File: config.mk
export PLATFORM = sky130hd
export DESIGN_NAME = redundant_output_arbiter
export DESIGN_NICKNAME = d
export VERILOG_FILES = /design/src/roa_pkg.sv /design/src/redundant_output_arbiter.sv
export SDC_FILE = /design/constraint.sdc
export NUM_CORES = 1
export LEC_CHECK = 0
export BUFFER_PORTS_ARGS = -buffer_cell sky130_fd_sc_hd__clkbuf_2
export CORE_MARGIN = 10
export CORE_UTILIZATION = 48
export DETAILED_ROUTE_END_ITERATION = 8
export PLACE_DENSITY = 0.76
export SYNTH_ARGS = -nofsm -noshare
export SYNTH_HDL_FRONTEND = slang
export SYNTH_SLANG_ARGS = --single-unit
File: constraint.sdc
create_clock -name core_clk -period 4.2 [get_ports core_clk]
set_input_delay 0.21 -clock core_clk [delete_from_list [all_inputs] [get_ports core_clk]]
set_output_delay 0.21 -clock core_clk [all_outputs]
set_load 0.02 [all_outputs]
File: src/roa_pkg.sv
// package: constants and types for the redundant output arbiter
package roa_pkg;
  localparam int NUM_OUT = 16;
  localparam logic [1:0] MISS_LIMIT = 2'h3;
  localparam logic [1:0] MISS_RST = 2'h0;
  localparam logic [4:0] DEV_PRIMARY = 5'h1f;
  localparam logic [4:0] DEV_BACKUP = 5'h1e;
  localparam logic [4:0] DEV_NONE = 5'h00;
  typedef enum logic [1:0] {
    ROA_IDLE = 2'h0,
    ROA_PRI  = 2'h1,
    ROA_BCK  = 2'h3,
    ROA_MON  = 2'h2
  } roa_fan_t;
  typedef enum logic [1:0] {
    ROA_SRC_NONE = 2'h0,
    ROA_SRC_PRI  = 2'h1,
    ROA_SRC_BCK  = 2'h2,
    ROA_SRC_VOTE = 2'h3
  } roa_src_t;
endpackage

File: src/redundant_output_arbiter.sv
// redundant output arbiter: output source selection and fault notice fan-out
// Contract
// - In warm-backup mode outputs follow controller 31 whenever it supplies output data.
// - In warm-backup mode three consecutive missed scans from 31 hand outputs to 30 at once.
// - With neither controller supplying data, outputs take defaults or hold, as configured.
// - In warm-backup mode control returns to 31 as soon as it is online, over 30.
// - Dual-vote is only for discrete blocks and compares both controllers per output.
// - In dual-vote, agreeing commands drive the output to that value.
// - In dual-vote, differing commands drive the output to its mismatch value.
// - In dual-vote, if one controller stops, the remaining one drives outputs directly.
// - A redundant block sends each fault and setup notice twice, once per controller.
// - After a monitor assignment, a redundant block sends a third copy of each notice to the monitor.
// - A diagnostics query from any controller is answered with diagnostic data.
// - Input data is broadcast once per bus scan on the attached bus.
// - A controller is online while fewer than three consecutive scans pass without its output-control message; the arbiter starts it offline at reset.
`timescale 1ns/1ps
module redundant_output_arbiter
(
  input  wire logic                        core_clk,
  input  wire logic                        reset,
  input  wire logic                        cfgRedundant,
  input  wire logic                        cfgDualVote,
  input  wire logic                        cfgHoldLast,
  input  wire logic [roa_pkg::NUM_OUT-1:0] cfgDefault,
  input  wire logic [roa_pkg::NUM_OUT-1:0] cfgMismatch,
  input  wire logic                        scanTick,
  input  wire logic                        msgPriValid,
  input  wire logic [roa_pkg::NUM_OUT-1:0] msgPriData,
  input  wire logic                        msgBckValid,
  input  wire logic [roa_pkg::NUM_OUT-1:0] msgBckData,
  input  wire logic                        noticeReq,
  output logic                             noticeReady,
  output logic                             noticeSend,
  output logic [4:0]                       noticeDest,
  input  wire logic                        monAssign,
  input  wire logic [4:0]                  monAssignDev,
  input  wire logic                        diagQuery,
  input  wire logic [4:0]                  diagQueryDev,
  output logic                             diagReply,
  output logic [4:0]                       diagReplyDest,
  output logic                             inputBcast,
  output logic [roa_pkg::NUM_OUT-1:0]      outData,
  output logic [1:0]                       outSource,
  output logic                             priOnline,
  output logic                             bckOnline
);
  logic [1:0] priMiss_r, priMiss_nxt, bckMiss_r, bckMiss_nxt;
  logic [roa_pkg::NUM_OUT-1:0] priCmd_r, priCmd_nxt, bckCmd_r, bckCmd_nxt;
  logic [roa_pkg::NUM_OUT-1:0] outData_r, outData_nxt;
  logic [1:0] src_r, src_nxt;
  logic monValid_r, monValid_nxt;
  logic [4:0] monDev_r, monDev_nxt;
  roa_pkg::roa_fan_t fan_r, fan_nxt;
  logic noticeSend_r, noticeSend_nxt;
  logic [4:0] noticeDest_r, noticeDest_nxt;
  logic diagReply_r, diagReply_nxt;
  logic [4:0] diagDest_r, diagDest_nxt;
  logic bcast_r, bcast_nxt;
  logic priUp, bckUp;
  logic [roa_pkg::NUM_OUT-1:0] voteBits;

  // a controller counts as online while fewer than three scans passed without its message; reset loads the limit, so it starts offline
  function automatic logic isUp(input logic [1:0] miss);
    isUp = (miss < roa_pkg::MISS_LIMIT);
  endfunction

  assign priUp = isUp(priMiss_r);
  assign bckUp = isUp(bckMiss_r);

  // per-output vote; generate keeps one clear equation per bit
  genvar gi;
  generate
    for (gi = 0; gi < roa_pkg::NUM_OUT; gi++)
    begin : g_vote
      assign voteBits[gi] = (priCmd_r[gi] == bckCmd_r[gi]) ? priCmd_r[gi]
                                                           : cfgMismatch[gi];
    end
  endgenerate

  always_comb
  begin
    priMiss_nxt = priMiss_r;
    bckMiss_nxt = bckMiss_r;
    priCmd_nxt = priCmd_r;
    bckCmd_nxt = bckCmd_r;
    // receipt clears, a finished scan without receipt counts; receipt wins a tie
    if (msgPriValid)
    begin
      priMiss_nxt = roa_pkg::MISS_RST;
      priCmd_nxt = msgPriData;
    end
    else if (scanTick && priMiss_r != roa_pkg::MISS_LIMIT)
      priMiss_nxt = priMiss_r + 2'h1;
    if (msgBckValid)
    begin
      bckMiss_nxt = roa_pkg::MISS_RST;
      bckCmd_nxt = msgBckData;
    end
    else if (scanTick && bckMiss_r != roa_pkg::MISS_LIMIT)
      bckMiss_nxt = bckMiss_r + 2'h1;
  end

  always_ff @(posedge core_clk)
  begin
    if (reset)
    begin
      priMiss_r <= roa_pkg::MISS_LIMIT;
      bckMiss_r <= roa_pkg::MISS_LIMIT;
      priCmd_r <= '0;
      bckCmd_r <= '0;
    end
    else
    begin
      priMiss_r <= priMiss_nxt;
      bckMiss_r <= bckMiss_nxt;
      priCmd_r <= priCmd_nxt;
      bckCmd_r <= bckCmd_nxt;
    end
  end

  always_comb
  begin
    src_nxt = roa_pkg::ROA_SRC_NONE;
    outData_nxt = cfgHoldLast ? outData_r : cfgDefault;
    if (cfgDualVote && priUp && bckUp)
    begin
      src_nxt = roa_pkg::ROA_SRC_VOTE;
      outData_nxt = voteBits;
    end
    else if (priUp)
    begin
      src_nxt = roa_pkg::ROA_SRC_PRI;
      outData_nxt = priCmd_r;
    end
    else if (bckUp)
    begin
      src_nxt = roa_pkg::ROA_SRC_BCK;
      outData_nxt = bckCmd_r;
    end
  end

  always_ff @(posedge core_clk)
  begin
    if (reset)
    begin
      src_r <= roa_pkg::ROA_SRC_NONE;
      outData_r <= '0;
    end
    else
    begin
      src_r <= src_nxt;
      outData_r <= outData_nxt;
    end
  end

  // notice fan-out: one copy per cycle, primary, then if redundant backup, then monitor if assigned
  always_comb
  begin
    fan_nxt = fan_r;
    noticeSend_nxt = 1'b0;
    noticeDest_nxt = noticeDest_r;
    monValid_nxt = monValid_r;
    monDev_nxt = monDev_r;
    if (monAssign)
    begin
      monValid_nxt = 1'b1;
      monDev_nxt = monAssignDev;
    end
    case (fan_r)
      roa_pkg::ROA_IDLE:
        if (noticeReq)
        begin
          noticeSend_nxt = 1'b1;
          noticeDest_nxt = roa_pkg::DEV_PRIMARY;
          fan_nxt = cfgRedundant ? roa_pkg::ROA_PRI : roa_pkg::ROA_IDLE;
        end
      roa_pkg::ROA_PRI:
      begin
        noticeSend_nxt = 1'b1;
        noticeDest_nxt = roa_pkg::DEV_BACKUP;
        fan_nxt = monValid_r ? roa_pkg::ROA_BCK : roa_pkg::ROA_IDLE;
      end
      roa_pkg::ROA_BCK:
      begin
        noticeSend_nxt = 1'b1;
        noticeDest_nxt = monDev_r;
        fan_nxt = roa_pkg::ROA_IDLE;
      end
      default:
        fan_nxt = roa_pkg::ROA_IDLE;
    endcase
  end

  always_ff @(posedge core_clk)
  begin
    if (reset)
    begin
      fan_r <= roa_pkg::ROA_IDLE;
      noticeSend_r <= 1'b0;
      noticeDest_r <= roa_pkg::DEV_NONE;
      monValid_r <= 1'b0;
      monDev_r <= roa_pkg::DEV_NONE;
    end
    else
    begin
      fan_r <= fan_nxt;
      noticeSend_r <= noticeSend_nxt;
      noticeDest_r <= noticeDest_nxt;
      monValid_r <= monValid_nxt;
      monDev_r <= monDev_nxt;
    end
  end

  always_comb
  begin
    diagReply_nxt = diagQuery;
    diagDest_nxt = diagQuery ? diagQueryDev : diagDest_r;
    bcast_nxt = scanTick;
  end

  always_ff @(posedge core_clk)
  begin
    if (reset)
    begin
      diagReply_r <= 1'b0;
      diagDest_r <= roa_pkg::DEV_NONE;
      bcast_r <= 1'b0;
    end
    else
    begin
      diagReply_r <= diagReply_nxt;
      diagDest_r <= diagDest_nxt;
      bcast_r <= bcast_nxt;
    end
  end

  assign noticeReady = (fan_r == roa_pkg::ROA_IDLE);
  assign noticeSend = noticeSend_r;
  assign noticeDest = noticeDest_r;
  assign diagReply = diagReply_r;
  assign diagReplyDest = diagDest_r;
  assign inputBcast = bcast_r;
  assign outData = outData_r;
  assign outSource = src_r;
  assign priOnline = priUp;
  assign bckOnline = bckUp;
endmodule

==> qor.yml, run 1 <==
rsz_0062_raised_after_global_routing: "false"
clock_tree.htree_level_count: 3
synth-seq-area-share_pct: 41.8
fillers: 641
timing.critical_path.cells: "ha_2 > inv_1 > clkbuf_2"
first_pass_iters: 4
min_path_type: "in2reg"
cp.required_ns: 3.99
worstSetupPathType: "reg2out"
maxClockFrequency_mhz: 412
wl_per_cell_um: 16.8
yosys-top-cells-count: "75 x dfxtp_1, 73 x nor2_1, 63 x mux2i_1"
cts_max_path_buffers: 2
design_area_um2: 4380
path_clk_slew_ns: 0.09
max-vdd-ir-drop_mv: 0.218
cellLeakagePower_nw: 2.06
postLayoutCoreUtil_pct: 60.4
fin_setup_tns_ns: 0
detailroute.via_count: 2963
slew_headroom_pct: 34.5
synth_enable_flop_cells: 0
dr.first_iter.drc_count: 100
post-place-ws_ns: 1.85
finalCritPeriodShare_pct: 57.8
die_w_um: 107
grt_first_pass_wirelength_mm: 15.6
ctsRootBufferMaster: "clkbuf_8"
area_growth_from_synthesis_to_layout_pct: 22.0
run_status: "finished clean"
number_of_buffers_inserted_during_clock_tree_synthesis: 9
holdBufCountCts: 0
critical_path.max_fanout: 32
core_area_um2: 7250
slew_viol_final: 0
fin_worst_hold_slack_ns: 0.0915
final_hold_viol_count: 0
global_route.overflow_total: 0
floorplan.rows: 31
synthesis.instances: 361
initial_standard_cell_utilization_of_the_core_pct: 49.5
synth_area_leader_cell: "dfxtp_1"
finClkSkew_ns: 0.0140
layout-drive-gt1-share_pct: 36.3
synthesis.area_per_instance_um2: 9.95
crit_slowest_cell: "ha_2"
post-place-cells: 549
critPathCaptureType: "primary output"
dominant_register_cell_in_the_synthesized_netlist: "dfxtp_1"
synth_area_um2: 3590
antennaDiodeCount: 0
crit_path_max_incr_delay_ns: 0.73
flop_and_latch_count_out_of_synthesis: 75
synth_cell_type_count: 33
chipHeight_um: 107
critPathArrivalTime_ns: 2.22
finalWeightedCongestion: 0.846
placedInstanceArea_um2: 4170
total_power_mw: 1.77
min_period_ns: 2.43
dp_hpwl_mm: 7.05
power_density_nw_per_um2: 403
worst_pin_slew_ns: 0.982
clock_sink_count: 75
first_global_vias: 3128
antenna_left: 0
synthesis.nets: 450
drv_cap: 0
yosys_warnings: 0
drt_drc_violations_left: 0
synthDominantCellAreaShare_pct: 41.8
clock_insertion_delay_worst_skew_ns: 0.35
cts_tree: "done"
leading_cell_type_by_number_of_instances_after_synthesis: "dfxtp_1"
synthTopCellsByArea: "dfxtp_1 42%, mux2i_1 18%, nor2_1 7.6%"
fraction_of_synthesis_flops_using_an_asynchronous_set_or_reset_pin_pct: 0
report.final.setup_viol: 0
track_usage_pct: 16.7
post_cts_resize_count: 0
via_density_per_instance: 5.24
total_nets_final: 550
number_of_antenna_violations_at_the_first_check_in_global_routing: 0
layout_setup_ws_ns: 1.77
port_buffers: 118
design.portCount: 119
worstSetupStartpointType: "flop"
stdcell_count: 565
post-cts-setup-buffers: 0
design.die.area_um2: 11300
critical-path-top-delay-family: "buffers and inverters"
cp_num_buf_inv: 2
grt_max_degree: 50
routed_wl_mm: 9.48
## power by group
group	internal [mW]	switching (mW)	total [mW]
Clock	0.321	0.267	0.588
Sequential	0.766	0.0396	0.806
Combinational	0.170	0.202	0.372
Total	1.26	0.509	1.77
## final timing paths
check / startpoint / endpoint / slack (ns) / cells after the start
min: msgBckData[1] / bckCmd_r[1] / 0.09 / 3
max reg2reg: bckMiss_r[0] / outData[15] / 1.83 / 4
max: priMiss_r[0] / priOnline / 1.77 / 3
min reg2reg: monValid_r / fan_r[1] / 0.47 / 2
## final cells by class
| class | instances | area, um2 | area share [%] |
|---|---|---|---|
| Inverter | 2 | 7.51 | 0.171 |
| Clock inverter | 4 | 47.5 | 1.08 |
| Timing Repair Buffer | 119 | 598 | 13.6 |
| Multi-Input combinational cell | 254 | 1940 | 44.2 |
| Clock buffer | 12 | 165 | 3.77 |
| Sequential cell | 75 | 1500 | 34.3 |
| Tap cell | 99 | 124 | 2.83 |
## tightest hold or removal path, cell delays in order
cell	delay (ns)
clkbuf_2	0.07
mux2i_1	0.06
nor2_1	0.07
## sequential cells by signal (all words and copies together) (netlist names)
| register | count |
|---|---|
| inputBcast | 1 |
| fan_r | 2 |
| monValid_r | 1 |
| bckCmd_r | 16 |
| noticeDest | 5 |
| diagReplyDest | 5 |
| outSource | 2 |
| outData | 16 |
| diagReply | 1 |
| monDev_r | 5 |
| noticeSend | 1 |
| priCmd_r | 16 |
| bckMiss_r | 2 |
| priMiss_r | 2 |
## cell families (layout without fill, tap and decap cells)
kind of cell	after synthesis	count (layout)	synth area share, %
AOI/OAI and AO/OA	47	47	12.6
xor gates and xnor gates	2	2	0.488
adders and majority gates	16	16	4.74
buffers and inverters	32	137	4.28
DFF	75	75	41.8
muxes	79	79	22.6
and+or+nand+nor	110	110	13.5
## metal layers
metal | track usage [%] | vias to the layer above | routed length [um]
li1 | - | 1472 | -
met1 | 19.6 | 1374 | 4000
met2 | 26.4 | 108 | 4250
met3 | 8.03 | 9 | 1100
met4 | 5.42 | 0 | 128
met5 | 0 | - | 0
## layout by cell type (no fill, tap or decap), types with 6 or more instances in the layout
| cell | Yosys | routed |
|---|---|---|
| a2111oi_2 | 11 | 11 |
| mux2i_1 | 63 | 63 |
| maj3_1 | 12 | 12 |
| clkbuf_8 | 0 | 12 |
| dfxtp_1 | 75 | 75 |
| clkbuf_2 | 1 | 118 |
| a22oi_1 | 12 | 12 |
| nor2_1 | 73 | 73 |
| nand2_1 | 14 | 14 |
| nor3_1 | 6 | 6 |
| mux2_2 | 16 | 16 |
Note: power is estimated with default switching activity, not from simulation.
==> run 2, diff against run 1 <==
clock period = 2.3 ns   (was 4.2 ns; I/O delays follow)
==> qor.yml, run 2 (synthesized netlist as in run 1, its figures left out) <==
slew_viol_final: 0  # unchanged
met2_layer_wire_length_in_the_routed_design_mm: 4.85  # was 4.25 mm
clock_tree.htree_level_count: 3  # unchanged
detailroute.via_count: 3055  # was 2963
global_route.overflow_total: 0  # unchanged
min_period_ns: 1.95
max-vdd-ir-drop_mv: 0.408  # was 0.218 mV
grt_max_degree: 36  # was 50
floorplan.rows: 31  # unchanged
cts_tree: "done"  # unchanged
design.portCount: 119  # unchanged
antennaDiodeCount: 0  # unchanged
report.final.setup_viol: 0  # unchanged
critPathCaptureType: "primary output"  # unchanged
first_global_vias: 3325  # was 3128
routedLengthMet1_mm: 4.19  # was 4.00 mm
power.switching_fraction_pct: 27.4  # was 28.8%
multiInputGateArea_um2: 1950  # was 1940 um2
antenna_left: 0  # unchanged
dr.first_iter.drc_count: 96  # was 100
track_usage_pct: 17.5  # was 16.7%
crit_slowest_cell: "ha_4"  # was ha_2
finalCritPeriodShare_pct: 84.9
net-switching-power_uw: 939  # was 509 uW
cellLeakagePower_nw: 2.16  # was 2.06 nW
layout_commonest_cell: "clkbuf_2"  # unchanged
min_path_type: "in2reg"  # unchanged
fillers: 628  # was 641
rsz_0062_raised_after_global_routing: "false"  # unchanged
via_density_per_instance: 5.23  # was 5.24
postLayoutCoreUtil_pct: 63.5  # was 60.4%
number_of_antenna_violations_at_the_first_check_in_global_routing: 0  # unchanged
timing.critical_path.cells: "ha_4 > inv_1 > clkbuf_2"  # was ha_2 > inv_1 > clkbuf_2
total_nets_final: 569  # was 550
critPathArrivalTime_ns: 1.84  # was 2.22 ns
critical_path.max_fanout: 30  # was 32
portion_of_total_power_attributed_to_combinational_logic_pct: 21.1  # was 21.0%
total_power_mw: 3.43  # was 1.77 mW
design_area_um2: 4610  # was 4380 um2
layout.cells.most_common_list: "118 x clkbuf_2, 75 x dfxtp_1, 73 x nor2_1, 63 x mux2i_1, 16 x mux2_2"  # unchanged
cell_internal_pwr_mw: 2.49  # was 1.26 mW
crit_path_max_incr_delay_ns: 0.44  # was 0.73 ns
wl_per_cell_um: 17.3  # was 16.8 um
initial_standard_cell_utilization_of_the_core_pct: 49.5  # unchanged
finalWeightedCongestion: 0.807  # was 0.846
cp.required_ns: 2.18  # was 3.99 ns
slew_headroom_pct: 50.6  # was 34.5%
dp_hpwl_mm: 7.45  # was 7.05 mm
chipHeight_um: 107  # unchanged
topRoutingLayerUsed: "met4"  # unchanged
cts_max_path_buffers: 2  # unchanged
area_growth_from_synthesis_to_layout_pct: 28.2  # was 22.0%
worstSetupPathType: "reg2out"  # unchanged
wl_met3_um: 956  # was 1.10 mm
grt_first_pass_wirelength_mm: 16.2  # was 15.6 mm
clock_insertion_delay_worst_skew_ns: 0.35  # about the same
clock_sink_count: 75  # unchanged
fin_setup_tns_ns: 0  # unchanged
clock_power_share_pct: 35.9  # was 33.3%
die_w_um: 107  # unchanged
placedInstanceArea_um2: 4240  # was 4170 um2
final_hold_viol_count: 0  # unchanged
area.sequential_um2: 1500  # unchanged
layout-drive-gt1-share_pct: 36.1  # was 36.3%
drv_cap: 0  # unchanged
drt_drc_violations_left: 0  # unchanged
power_density_nw_per_um2: 744  # was 403 nW/um2
port_buffers: 118  # unchanged
path_clk_slew_ns: 0.08  # was 0.09 ns
design.die.area_um2: 11300  # unchanged
p_seq_share_pct: 43.0  # was 45.6%
worst_pin_slew_ns: 0.741  # was 0.982 ns
run_status: "finished clean"  # unchanged
worstSetupStartpointType: "flop"  # unchanged
fin_worst_hold_slack_ns: 0.00688  # was 0.0915 ns
core_area_um2: 7250  # unchanged
routed_wl_mm: 10.1  # was 9.48 mm
ctsRootBufferMaster: "clkbuf_8"  # unchanged
number_of_buffers_inserted_during_clock_tree_synthesis: 9  # unchanged
finClkSkew_ns: 0.0105  # was 0.0140 ns
first_pass_iters: 4  # unchanged
maxClockFrequency_mhz: 512
==> run 2: final timing paths <==
kind,from,endpoint,slack (ns),cells past startpoint
setup / recovery,priMiss_r[0],priOnline,0.35,3
hold / removal,msgPriData[4],priCmd_r[4],0.007,3
setup reg to reg,bckMiss_r[0],outData[5],0.41,5
hold reg to reg,monValid_r,fan_r[1],0.47,2
==> run 2: what timing repair did <==
action,in CTS,in global routing
hold endpoints to repair,12,0
resized for setup,0,1
endpoints found under the setup margin,0,1
buffers inserted,0,0
hold buffers,12,0
==> run 2: per-layer routing <==
metal | GRT usage (%) | up-vias
li1 | - | 1515
met1 | 20.2 | 1417
met2 | 28.8 | 113
met3 | 6.82 | 10
met4 | 6.48 | 0
met5 | 0 | -
==> run 2: worst max-delay path, delay by kind of cell (launching register included) <==
kind,cells,cell delay (ns)
buffers and inverters,2,0.62
adder cells (fa/ha/maj),1,0.44
flip-flops,1,0.42
==> run 2: power groups by stage <==
stage | logic, mW | clock network, mW | registers [mW]
2_1_floorplan | 0.431 | 0 | 1.54
3_3_place_gp | 0.686 | 0 | 1.50
3_5_place_dp | 0.705 | 0 | 1.50
4_1_cts | 0.724 | 1.26 | 1.47
5_1_grt | 0.790 | 1.31 | 1.48
6_report | 0.723 | 1.23 | 1.47
==> run 2: final cells by class <==
type	count	share of cell area, %
Timing Repair Buffer	138	17.0
Clock buffer	11	3.07
Multi-Input combinational cell	254	42.3
Inverter	2	0.163
Sequential cell	75	32.6
Tap cell	99	2.69
Clock inverter	5	2.17
==> run 2: stage by stage <==
step                instances  setup slack (ns)
floorplan                 361             0.643
global placement          556             0.442
detailed placement        556             0.337
CTS                       584            0.0315
global route              584             0.238
finish                    584             0.348
==> run 3, diff against run 2 <==
clock period = 1.8 ns   (was 2.3 ns; I/O delays follow)
==> qor.yml, run 3 (synthesized netlist as in run 1, its figures left out) <==
first_global_vias: 3409  # was 3325
min_period_ns: 1.69
critPathArrivalTime_ns: 1.60  # was 1.84 ns
dp_hpwl_mm: 7.46  # was 7.45 mm
routed_wl_mm: 10.3  # was 10.1 mm
antennaDiodeCount: 0  # unchanged
final_hold_viol_count: 0  # unchanged
drt_drc_violations_left: 0  # unchanged
wl_per_cell_um: 16.8  # was 17.3 um
grt_first_pass_wirelength_mm: 16.8  # was 16.2 mm
worstSetupStartpointType: "flop"  # unchanged
finClkSkew_ns: 0.00972  # was 0.0105 ns
path_clk_slew_ns: 0.07  # was 0.08 ns
floorplan.rows: 31  # unchanged
detailroute.via_count: 3221  # was 3055
layout-drive-gt1-share_pct: 35.3  # was 36.1%
cellLeakagePower_nw: 2.27  # was 2.16 nW
total_nets_final: 601  # was 569
fillers: 605  # was 628
design.die.area_um2: 11300  # unchanged
die_w_um: 107  # unchanged
design.portCount: 119  # unchanged
max-vdd-ir-drop_mv: 0.482  # was 0.408 mV
cp_num_buf_inv: 4  # was 2
slew_headroom_pct: 53.7  # was 50.6%
port_buffers: 118  # unchanged
report.final.setup_viol: 0  # unchanged
maxClockFrequency_mhz: 592
track_usage_pct: 18.1  # was 17.5%
worst_pin_slew_ns: 0.695  # was 0.741 ns
critical-path-top-delay-family: "buffers and inverters"  # unchanged
ctsRootBufferMaster: "clkbuf_8"  # unchanged
critical_path.max_fanout: 15  # was 30
cts_tree: "done"  # unchanged
clock_insertion_delay_worst_skew_ns: 0.35  # about the same
layout.cells.most_common_list: "118 x clkbuf_2, 75 x dfxtp_1, 73 x nor2_1, 63 x mux2i_1, 35 x dlygate4sd3_1"  # was 118 x clkbuf_2, 75 x dfxtp_1, 73 x nor2_1, 63 x mux2i_1, 16 x mux2_2
timing.critical_path.cells: "ha_2 > buf_6 > inv_1 > buf_4 > clkbuf_2"  # was ha_4 > inv_1 > clkbuf_2
fin_setup_tns_ns: 0  # unchanged
rsz_0062_raised_after_global_routing: "false"  # unchanged
dr.first_iter.drc_count: 107  # was 96
clock_sink_count: 75  # unchanged
global_route.overflow_total: 0  # unchanged
cts_max_path_buffers: 2  # unchanged
critPathCaptureType: "primary output"  # unchanged
worstReg2RegStart: "bckMiss_r[0]"  # unchanged
finalCritPeriodShare_pct: 93.9
via_density_per_instance: 5.24  # was 5.23
layout_commonest_cell: "clkbuf_2"  # unchanged
hp-start: "msgBckData[0]"  # was msgPriData[4]
grt_max_degree: 26  # was 36
cp.required_ns: 1.71  # was 2.18 ns
area_growth_from_synthesis_to_layout_pct: 35.0  # was 28.2%
number_of_buffers_inserted_during_clock_tree_synthesis: 9  # unchanged
setup.reg_to_reg.worst_slack_ns: 0.17  # was 0.41 ns
crit_path_max_incr_delay_ns: 0.38  # was 0.44 ns
number_of_antenna_violations_at_the_first_check_in_global_routing: 0  # unchanged
clock_tree.htree_level_count: 3  # unchanged
drv_cap: 0  # unchanged
min_path_type: "in2reg"  # unchanged
setup.worst_path.start: "priMiss_r[0]"  # unchanged
fin_worst_hold_slack_ns: 0.00236  # was 0.00688 ns
initial_standard_cell_utilization_of_the_core_pct: 49.5  # unchanged
core_area_um2: 7250  # unchanged
antenna_left: 0  # unchanged
crit_slowest_cell: "dfxtp_1"  # was ha_4
first_pass_iters: 4  # unchanged
worstSetupPathType: "reg2out"  # unchanged
chipHeight_um: 107  # unchanged
slew_viol_final: 0  # unchanged
run_status: "finished clean"  # unchanged
finalWeightedCongestion: 0.823  # was 0.807
power_density_nw_per_um2: 858  # was 744 nW/um2
==> run 3: metal layers <==
metal	vias up	GRT usage (%)	routed length, um
li1	1577	-	-
met1	1502	20.5	4170
met2	122	29.8	4920
met3	20	7.67	1070
met4	0	6.58	184
met5	-	0	0
==> run 3: through the flow <==
step                      power, mW  instance area (um2)  worst slack (ns)  instances  util (%)
after floorplan                2.52                 3590             0.143        361         -
after global placement         2.81                 4300             0.218        565      59.3
after detailed placement       2.84                 4300             0.161        565      59.3
after CTS                      4.19                 4850            0.0370        615      66.8
after global routing           4.37                 4850            0.0196        615      66.9
final                          4.16                 4850             0.111        615      66.9
==> run 3: final timing paths <==
| kind | to | cells past startpoint |
|---|---|---|
| worst min register to register | fan_r[1] | 2 |
| worst max-delay path | priOnline | 5 |
| worst min-delay path | bckCmd_r[0] | 3 |
| worst max register to register | outData[3] | 5 |
==> run 3: power breakdown <==
group	total, mW	internal [mW]	switching (mW)
sequential	1.88	1.79	0.0936
combinational	0.988	0.485	0.503
clock	1.29	0.708	0.584
total	4.16	2.98	1.18
==> run 3: repair_timing <==
| item | CTS | global route |
|---|---|---|
| resized for setup | 0 | 1 |
| buffers inserted | 0 | 0 |
| endpoints found under the hold margin | 35 | 0 |
| endpoints found under the setup margin | 0 | 1 |
| hold buffers | 35 | 0 |
==> run 3: worst register-to-register path, cell delays in order, from the launching register on <==
cell	delay (ns)
dfxtp_1	0.34
ha_1	0.23
or3b_1	0.53
buf_4	0.22
nor2_1	0.15
a2111oi_2	0.06
==> run 3: layout make-up <==
cell class | count | area (um2) | share of cell area, %
well taps | 99 | 124 | 2.55
flip-flops and latches | 75 | 1500 | 31.0
repair buffers | 170 | 1080 | 22.4
clock inverters | 2 | 35.0 | 0.722
clock buffers | 13 | 159 | 3.28
multi-input cells | 254 | 1940 | 40.0
inverters | 2 | 7.51 | 0.155
